==> config.mk <==
export PLATFORM = sky130hd
export DESIGN_NAME = debug_control
export DESIGN_NICKNAME = d
export VERILOG_FILES = /design/src/debug_control_pkg.sv /design/src/debug_control.sv
export VERILOG_INCLUDE_DIRS = /design/src /design/src/src
export SDC_FILE = /design/constraint.sdc
export NUM_CORES = 1
export LEC_CHECK = 0
export ABC_AREA = 1
export BUFFER_PORTS_ARGS = -buffer_cell sky130_fd_sc_hd__buf_2
export CORE_AREA = 2 2 72 74
export CTS_CLUSTER_DIAMETER = 100
export CTS_CLUSTER_SIZE = 30
export DETAILED_ROUTE_END_ITERATION = 7
export DIE_AREA = 0 0 74 76
export PLACE_DENSITY = 0.75
export SYNTH_ARGS = -nofsm -noshare
export SYNTH_HDL_FRONTEND = slang
export SYNTH_SLANG_ARGS = --single-unit
==> constraint.sdc <==
create_clock -name aclk -period 3.45 [get_ports aclk]
set_input_delay 0.1725 -clock aclk [delete_from_list [all_inputs] [get_ports aclk]]
set_output_delay 0.1725 -clock aclk [all_outputs]
set_load 0.1 [all_outputs]
==> src/debug_control_defines.svh <==
`ifndef DEBUG_CONTROL_DEFINES_SVH
`define DEBUG_CONTROL_DEFINES_SVH

// ----------------------------------------------------------------
// register map
// ----------------------------------------------------------------
`define DBG_ADDR_W          8
`define DBG_CTL_OFFSET      8'h00
`define DBG_STAT_OFFSET     8'h04

// ----------------------------------------------------------------
// debug_control fields
// ----------------------------------------------------------------
`define DBG_CTL_RESET       8'h00
`define DBG_HALT_BIT        7
`define DBG_ARM_BIT         6
`define DBG_ACK_BIT         5
`define DBG_RST_BIT         0

// ----------------------------------------------------------------
// status fields
// ----------------------------------------------------------------
`define DBG_STAT_BUSY_BIT   0
`define DBG_STAT_PROT_BIT   1
`define DBG_STAT_ACKP_BIT   2

// ----------------------------------------------------------------
// codes and counts
// ----------------------------------------------------------------
`define DBG_BRK_OPCODE      8'h00
`define DBG_ACK_BYTE        8'hFF
`define DBG_RESP_OKAY       2'h0
`define DBG_RESP_SLVERR     2'h2
`define DBG_RESET_CYCLES    16

`endif

==> src/debug_control_pkg.sv <==
package debug_control_pkg;

    typedef logic [7:0] byte_t;

    // one-hot progress of a software-requested device reset
    typedef enum logic [1:0] {
        SEQ_IDLE = 2'b01,
        SEQ_BUSY = 2'b10
    } reset_seq_t;

endpackage

==> src/debug_control.sv <==
// Added by the designer: the AXI4-Lite register port and the register addresses.
`timescale 1ns/1ps
`default_nettype none
`include "debug_control_defines.svh"

// How it works
// - halt bit one stops core instruction fetch
// - clearing halt bit lets core resume
// - armed breakpoint opcode sets halt bit itself
// - read-protect blocks clearing halt; reset only
// - unarmed breakpoint opcode runs as no-op
// - ack enabled sends FFH per armed breakpoint; a hit while one is pending merges
// - writing reset bit starts device reset
// - requested reset leaves debug state intact
// - reset bit self-clears when sequence ends
module debug_control
    import debug_control_pkg::*;
#(
    parameter int RESET_CYCLES = `DBG_RESET_CYCLES
) (
    input  wire logic                   aclk,
    input  wire logic                   aresetn,
    input  wire logic [`DBG_ADDR_W-1:0] s_axi_awaddr,
    input  wire logic                   s_axi_awvalid,
    output logic                        s_axi_awready,
    input  wire logic [31:0]            s_axi_wdata,
    input  wire logic [3:0]             s_axi_wstrb,
    input  wire logic                   s_axi_wvalid,
    output logic                        s_axi_wready,
    output logic [1:0]                  s_axi_bresp,
    output logic                        s_axi_bvalid,
    input  wire logic                   s_axi_bready,
    input  wire logic [`DBG_ADDR_W-1:0] s_axi_araddr,
    input  wire logic                   s_axi_arvalid,
    output logic                        s_axi_arready,
    output logic [31:0]                 s_axi_rdata,
    output logic [1:0]                  s_axi_rresp,
    output logic                        s_axi_rvalid,
    input  wire logic                   s_axi_rready,
    input  wire logic                   opcode_decode,
    input  wire logic [7:0]             opcode_byte,
    input  wire logic                   read_protect,
    output logic                        fetch_halt,
    output logic                        break_nop,
    output logic                        break_taken,
    output logic                        device_reset,
    output logic [7:0]                  ack_data,
    output logic                        ack_valid,
    input  wire logic                   ack_ready
);

    localparam int CNT_W = $clog2(RESET_CYCLES + 1);
    localparam logic [CNT_W-1:0] CNT_LAST = CNT_W'(RESET_CYCLES - 1);

    // ----------------------------------------------------------------
    // state
    // ----------------------------------------------------------------
    logic                   debug_halt_flag;
    logic                   breakpoint_arm;
    logic                   halt_ack_enable;
    reset_seq_t             seq;
    logic [CNT_W-1:0]       seq_cnt;

    logic                   aw_full;
    logic                   w_full;
    logic [`DBG_ADDR_W-1:0] aw_addr;
    logic [7:0]             w_byte;
    logic                   w_lane0;

    // ----------------------------------------------------------------
    // write channel decode
    // ----------------------------------------------------------------
    wire aw_take      = s_axi_awvalid & s_axi_awready;
    wire w_take       = s_axi_wvalid & s_axi_wready;
    wire do_write     = aw_full & w_full & ~s_axi_bvalid;
    wire wr_is_ctl    = (aw_addr == `DBG_CTL_OFFSET);
    wire wr_is_stat   = (aw_addr == `DBG_STAT_OFFSET);
    wire wr_mapped    = wr_is_ctl | wr_is_stat;
    wire ctl_write    = do_write & wr_is_ctl & w_lane0;
    wire next_aw_full = (aw_full | aw_take) & ~do_write;
    wire next_w_full  = (w_full | w_take) & ~do_write;
    wire next_bvalid  = do_write | (s_axi_bvalid & ~s_axi_bready);

    // ----------------------------------------------------------------
    // read channel decode
    // ----------------------------------------------------------------
    wire ar_take      = s_axi_arvalid & s_axi_arready;
    wire rd_is_ctl    = (s_axi_araddr == `DBG_CTL_OFFSET);
    wire rd_is_stat   = (s_axi_araddr == `DBG_STAT_OFFSET);
    wire next_rvalid  = ar_take | (s_axi_rvalid & ~s_axi_rready);

    // ----------------------------------------------------------------
    // register images
    // ----------------------------------------------------------------
    wire reset_busy = (seq == SEQ_BUSY);

    // middle bits are tied low in the image
    wire [7:0] ctl_image = {debug_halt_flag,
                            breakpoint_arm,
                            halt_ack_enable,
                            4'h0,
                            reset_busy};

    wire [7:0] stat_image = {5'h00, ack_valid, read_protect, reset_busy};

    wire [31:0] rd_word = rd_is_ctl  ? {24'h000000, ctl_image} :
                          rd_is_stat ? {24'h000000, stat_image} :
                                       32'h00000000;
    wire [1:0]  rd_resp = (rd_is_ctl | rd_is_stat) ? `DBG_RESP_OKAY
                                                   : `DBG_RESP_SLVERR;

    // ----------------------------------------------------------------
    // breakpoint decode
    // ----------------------------------------------------------------
    // the core is held in reset during the sequence, so its decode is ignored
    wire bp_hit   = opcode_decode & (opcode_byte == `DBG_BRK_OPCODE) & ~reset_busy;
    wire bp_set   = bp_hit & breakpoint_arm;
    wire bp_nop   = bp_hit & ~breakpoint_arm;

    // ----------------------------------------------------------------
    // next values of the control fields
    // ----------------------------------------------------------------
    // fields come from the captured byte: wdata may move once W is taken
    wire new_halt = w_byte[`DBG_HALT_BIT];
    // a zero is dropped while the flash is read-protected
    wire halt_wr  = ctl_write & (new_halt | ~read_protect);

    // an armed breakpoint beats a clearing write in the same cycle
    wire next_debug_halt_flag = bp_set  ? 1'b1 :
                                halt_wr ? new_halt :
                                          debug_halt_flag;

    wire next_breakpoint_arm  = ctl_write ? w_byte[`DBG_ARM_BIT]
                                          : breakpoint_arm;
    wire next_halt_ack_enable = ctl_write ? w_byte[`DBG_ACK_BIT]
                                          : halt_ack_enable;

    // ----------------------------------------------------------------
    // device reset sequence
    // ----------------------------------------------------------------
    wire seq_start = ctl_write & w_byte[`DBG_RST_BIT] & ~reset_busy;
    wire seq_done  = reset_busy & (seq_cnt == CNT_LAST);

    reset_seq_t next_seq;
    always_comb begin
        next_seq = seq;
        unique case (seq)
            SEQ_IDLE: begin
                if (seq_start) begin
                    next_seq = SEQ_BUSY;
                end
            end
            SEQ_BUSY: begin
                if (seq_done) begin
                    next_seq = SEQ_IDLE;
                end
            end
            default: begin
                next_seq = SEQ_IDLE;
            end
        endcase
    end

    wire [CNT_W-1:0] next_seq_cnt = reset_busy ? seq_cnt + CNT_W'(1) : '0;

    // ----------------------------------------------------------------
    // acknowledge byte toward the host link
    // ----------------------------------------------------------------
    // a second breakpoint while a byte is pending merges into it
    wire ack_fire       = bp_set & halt_ack_enable;
    wire next_ack_valid = ack_fire | (ack_valid & ~ack_ready);

    // ----------------------------------------------------------------
    // debug unit flops: only aresetn clears them, never device_reset
    // ----------------------------------------------------------------
    always_ff @(posedge aclk) begin
        if (!aresetn) begin
            debug_halt_flag <= 1'b0;
            breakpoint_arm  <= 1'b0;
            halt_ack_enable <= 1'b0;
            seq             <= SEQ_IDLE;
            seq_cnt         <= '0;
        end else begin
            debug_halt_flag <= next_debug_halt_flag;
            breakpoint_arm  <= next_breakpoint_arm;
            halt_ack_enable <= next_halt_ack_enable;
            seq             <= next_seq;
            seq_cnt         <= next_seq_cnt;
        end
    end

    // ----------------------------------------------------------------
    // core- and host-facing outputs
    // ----------------------------------------------------------------
    always_ff @(posedge aclk) begin
        if (!aresetn) begin
            break_nop    <= 1'b0;
            break_taken  <= 1'b0;
            device_reset <= 1'b0;
            ack_valid    <= 1'b0;
            ack_data     <= 8'h00;
        end else begin
            break_nop    <= bp_nop;
            break_taken  <= bp_set;
            device_reset <= (next_seq == SEQ_BUSY);
            ack_valid    <= next_ack_valid;
            ack_data     <= `DBG_ACK_BYTE;
        end
    end

    // halt flag is itself a flop
    assign fetch_halt = debug_halt_flag;

    // ----------------------------------------------------------------
    // axi write path
    // ----------------------------------------------------------------
    always_ff @(posedge aclk) begin
        if (!aresetn) begin
            aw_full       <= 1'b0;
            w_full        <= 1'b0;
            aw_addr       <= '0;
            w_byte        <= 8'h00;
            w_lane0       <= 1'b0;
            s_axi_awready <= 1'b0;
            s_axi_wready  <= 1'b0;
            s_axi_bvalid  <= 1'b0;
            s_axi_bresp   <= `DBG_RESP_OKAY;
        end else begin
            aw_full       <= next_aw_full;
            w_full        <= next_w_full;
            s_axi_awready <= ~next_aw_full;
            s_axi_wready  <= ~next_w_full;
            s_axi_bvalid  <= next_bvalid;
            if (aw_take) begin
                aw_addr <= {s_axi_awaddr[`DBG_ADDR_W-1:2], 2'b00};
            end
            if (w_take) begin
                w_byte  <= s_axi_wdata[7:0];
                w_lane0 <= s_axi_wstrb[0];
            end
            if (do_write) begin
                s_axi_bresp <= wr_mapped ? `DBG_RESP_OKAY : `DBG_RESP_SLVERR;
            end
        end
    end

    // ----------------------------------------------------------------
    // axi read path
    // ----------------------------------------------------------------
    always_ff @(posedge aclk) begin
        if (!aresetn) begin
            s_axi_arready <= 1'b0;
            s_axi_rvalid  <= 1'b0;
            s_axi_rdata   <= 32'h00000000;
            s_axi_rresp   <= `DBG_RESP_OKAY;
        end else begin
            s_axi_arready <= ~next_rvalid;
            s_axi_rvalid  <= next_rvalid;
            if (ar_take) begin
                s_axi_rdata <= rd_word;
                s_axi_rresp <= rd_resp;
            end
        end
    end

endmodule // debug_control

`default_nettype wire

== Word-level counts from Yosys, hierarchy flattened ==
Cells that the tools add are included.
Operators by class
  add/sub/neg operators: 1
  eq/ne operators: 6
  muxes and demuxes: 10
  bitwise gates (word level): 40
  reductions and logical operators: 5
Operators by type and width (number)
  $logic_not 8->1: 3
  $and 1x1->1: 21
  $mux 8: 2
  $not 1->1: 11
  $eq 8x3->1 const B: 1
  $mux 2: 4
  $or 1x1->1: 8
  $eq 6x1->1 const B: 1
  $add 5x1->5 const B: 1
  $eq 5x4->1 const B: 1
  $eq 2x2->1 const B: 2
  $pmux 2 s2: 1
  $mux 3: 1
  $eq 2x1->1 const B: 1
  $mux 1: 2
  $reduce_and 2->1: 1
  $reduce_bool 2->1: 1
Storage, ports and cells
  register bits: 80
  input bits: 70
  output and inout bits: 54
  logic and storage cells: 85

== Depth between registers and ports, before layout ==
  depth in word-level cells: 9
  mapped depth: 9
  gate-level depth less buffers: 9

== Worst setup path before layout ==
No wires, ideal clock.
  kind: register to register
  start point: reg s_axi_arready
  end point: reg s_axi_rdata[1]
  setup time: 0.071 ns
  arrival time: 1.684 ns
  data required time: 3.379 ns
  slack: 1.694 ns
  stages on the path, launching flop included: 6
  path buffers: 1
  clock period less this slack: 1.756 ns
  path through: dfxtp_1 > nand2_1 > inv_1 > clkbuf_1 > o21ai_0 > a21oi_1
On the way
  word-level cells in the longest chain between the ends: 1
RTL lines
  start, declared: line debug_control.sv:35  | output logic s_axi_arready,
  start signal, assigned: line debug_control.sv:257  | s_axi_arready <= ~next_rvalid;
  $and 1x1->1: line debug_control.sv:87  | wire ar_take = s_axi_arvalid & s_axi_arready;
  end signal, assigned: line debug_control.sv:260  | s_axi_rdata <= rd_word;
  end, declared: line debug_control.sv:36  | output logic [31:0] s_axi_rdata,
Every way passes these cells.
A chain may end at the register's enable or synchronous reset.

== Worst setup path in the final report ==
  start point: reg seq[0]
  end point: reg ack_valid
On the way
  word-level cells in the longest chain between the ends: 6
RTL lines
  start, declared: line debug_control.sv:61  | reset_seq_t seq;
  start signal, assigned: line debug_control.sv:187  | seq <= next_seq;
  $eq 2x2->1: line debug_control.sv:95  | wire reset_busy = (seq == SEQ_BUSY);
  $not 1->1: line debug_control.sv:116  | wire bp_hit = opcode_decode & (opcode_byte == `DBG_BRK_OPCODE) & ~reset_busy;
  $and 1x1->1: line debug_control.sv:116
  $and 1x1->1: line debug_control.sv:117  | wire bp_set = bp_hit & breakpoint_arm;
  $and 1x1->1: line debug_control.sv:170  | wire ack_fire = bp_set & halt_ack_enable;
  $or 1x1->1: line debug_control.sv:171  | wire next_ack_valid = ack_fire | (ack_valid & ~ack_ready);
  end signal, assigned: line debug_control.sv:206  | ack_valid <= next_ack_valid;
  end, declared: line debug_control.sv:48  | output logic ack_valid,
Every way passes these cells.

==> impl_metrics.json <==
{
  "place_hpwl_microns": 2650,
  "numCtsBuffers": 5,
  "ys_ff_latch": 41,
  "gr-total-overflow": 0,
  "startpoint_type": "register",
  "peakVddDrop_mv": 0.289,
  "vias": 1533,
  "n_fill_cell": 514,
  "post-place-ws_ns": 1.99,
  "drt_iter0_drc": 58,
  "design.die.area_sq_um": 5620,
  "regToRegStartpoint": "seq[0]$_SDFF_PN1_",
  "criticalPathCategory": "register to register",
  "holdPathEnd": "w_byte[0]$_SDFFE_PN0P_",
  "cts_max_level": 2,
  "fp.dieW_microns": 74,
  "wire_per_inst_microns": 9.36,
  "place_congestion": 0.795,
  "postSynthCellCount": 242,
  "syn_avg_cell_area_sq_um": 7.85,
  "synth_area_leaders": "dfxtp_1, buf_4, nor2_1",
  "synthToLayoutAreaGrowth_pct": 15.9,
  "final_common_cell": "buf_2",
  "hold_depth": 3,
  "clk_latency_ns": 0.29,
  "routed_wl_microns": 3450,
  "grt_max_degree": 25,
  "grt_usage_pct": 12.6,
  "antenna_found_initial": 0,
  "cts_root_buf": "clkbuf_8",
  "maxCapViolations": 0,
  "setup_viol": 0,
  "cts_tree": "done",
  "finalWorstSetupSlack_ns": 1.98,
  "cts_buffer_depth": 2,
  "period_share_pct": 42.5,
  "yosysTopAreaCell": "dfxtp_1",
  "dr.pass1.iters": 4,
  "layout-drive-gt1-share_pct": 27.2,
  "row_count": 26,
  "clkPwrFrac_pct": 27.0,
  "coreArea_sq_um": 4910,
  "seqPwrFrac_pct": 44.1,
  "pwr-share-comb_pct": 28.9,
  "timing.rr.end": "ack_valid$_SDFF_PN0_",
  "p_leak_uw": 0.00110,
  "switchingPower_uw": 447,
  "drv_slew": 0,
  "rsz0062_at_grt": "no",
  "yosysUniqueCellTypes": 30,
  "fin_skew_ns": 0.00557,
  "fp.dieH_microns": 76,
  "drc_errors": 0,
  "period_minus_slack_ns": 1.47,
  "fmax_ghz": 0.681,
  "finalHoldViolCount": 0,
  "clock-sinks": 41,
  "required_ns": 3.69,
  "hold_path_class": "input pin to register",
  "cts_setup_buffers": 0,
  "final_cell_mix": "buf_2, dfxtp_1, nor2_1",
  "drtAntennaViolNets": 0,
  "grt_pass1_wl_microns": 5530,
  "outcome": "completed",
  "synth_top_area_share_pct": 43.2,
  "ys_warn_count": 0,
  "crit_fanout": 5,
  "cts_resized": 0,
  "r2r_slack_ns": 1.98,
  "synth-seq-area-share_pct": 43.2,
  "p_int_uw": 698,
  "powerDensity_nw_per_um2": 520,
  "grt_pass1_vias": 1337,
  "vias_per_cell": 4.17,
  "tns_ns": 0,
  "cts.reportedPaths.clkPinSlew_ns": 0.07,
  "syn_area_sq_um": 1900,
  "antenna_cells": 0,
  "nets": 372,
  "cts_hold_buf": 0,
  "min_from": "s_axi_wdata[0]",
  "initial_core_util_pct": 38.7,
  "crit_arrival_ns": 1.70,
  "rr_worst_depth": 8,
  "end_kind": "register",
  "portBuffers": 62,
  "io-pin-count": 124,
  "p_sw_share_pct": 39.1
}
-- state kept, by name, indices dropped and copies added (netlist names), 2 cells and up --
signal	count
seq_cnt	5
w_byte	4
seq	2
s_axi_rdata	6
aw_addr	6
-- metrics by stage --
step | utilization (%) | cells | area (sq um) | hold slack [ns] | power [uW]
after floorplan | - | 269 | 2000 | 0.200 | 834
after detailed placement | 43.1 | 361 | 2120 | 0.439 | 848
after global placement | 43.1 | 361 | 2120 | 0.427 | 845
after global routing | 44.8 | 368 | 2200 | 0.150 | 1200
after CTS | 44.8 | 368 | 2200 | 0.129 | 1160
final | 44.8 | 368 | 2200 | 0.137 | 1150
-- how the worst max path moves through the flow --
stage,start,endpoint,slack (ns),cells after the start
finish,seq[0]$_SDFF_PN1_,ack_valid$_SDFF_PN0_,1.98,8
detailed placement,seq[0]$_SDFF_PN1_,ack_valid$_SDFF_PN0_,1.99,8
CTS,seq[0]$_SDFF_PN1_,ack_valid$_SDFF_PN0_,1.97,8
floorplan,s_axi_arready$_SDFF_PN0_,s_axi_rdata[1]$_SDFFE_PN0P_,1.69,5
global placement,seq[0]$_SDFF_PN1_,ack_valid$_SDFF_PN0_,2.01,8
global route,seq[0]$_SDFF_PN1_,ack_valid$_SDFF_PN0_,1.88,8
-- cell type report --
class | instances | area (sq um) | area share [%]
clock buffer | 7 | 86.3 | 3.92
inverter | 28 | 105 | 4.77
multi-input combinational | 160 | 792 | 36.0
sequential | 41 | 821 | 37.3
tap | 70 | 87.6 | 3.98
timing repair buffer | 62 | 310 | 14.1
-- kinds of logic (layout without fill, tap and decap cells) --
logic type      Yosys count  after routing  synth area share (%)
other cells               1             28                 0.197
buf+inv                  68             97                  20.4
fa+ha+maj                 4              4                  2.64
simple gates             86             86                  21.3
flops                    41             41                  43.2
compound gates           42             42                  12.2
-- worst max-delay path, cell delays in order, from the launching register on --
cell and delay [ns]:
dfxtp_1 0.36, inv_1 0.06, ha_1 0.25, or2_1 0.25, nor2_2 0.14, nand3_2 0.10
nor2_2 0.13, nand2_1 0.08, nand2_1 0.05
-- layer usage --
metal	share of wire (%)	routed length, microns	up-vias	track usage (%)
met5	0	0	-	0
met4	1.1	38	0	5.45
met3	7.9	272	4	4.10
met2	44	1520	66	19.7
met1	47	1610	653	15.7
li1	-	-	810	-
-- cell usage after synthesis (all sizes together) --
cell type and n:
o21ai 21, nand3 10, a21oi 16, nand3b 2
clkbuf 4, a31oi 1, nor2 40, buf 36
o211a 1, ha 4, o21a 1, dfxtp 41
nand2 24, conb 1, nor3b 2, or2 4
inv 28, o21bai 2, nor3 4
-- power by group through the flow --
stage               combinational [uW]  sequential [uW]  clock [uW]
finish                             331              505         309
global route                       350              508         340
CTS                                332              506         321
detailed placement                 331              517           0
global placement                   329              516           0
floorplan                          249              585           0
Power figures use the tool's default switching activity.
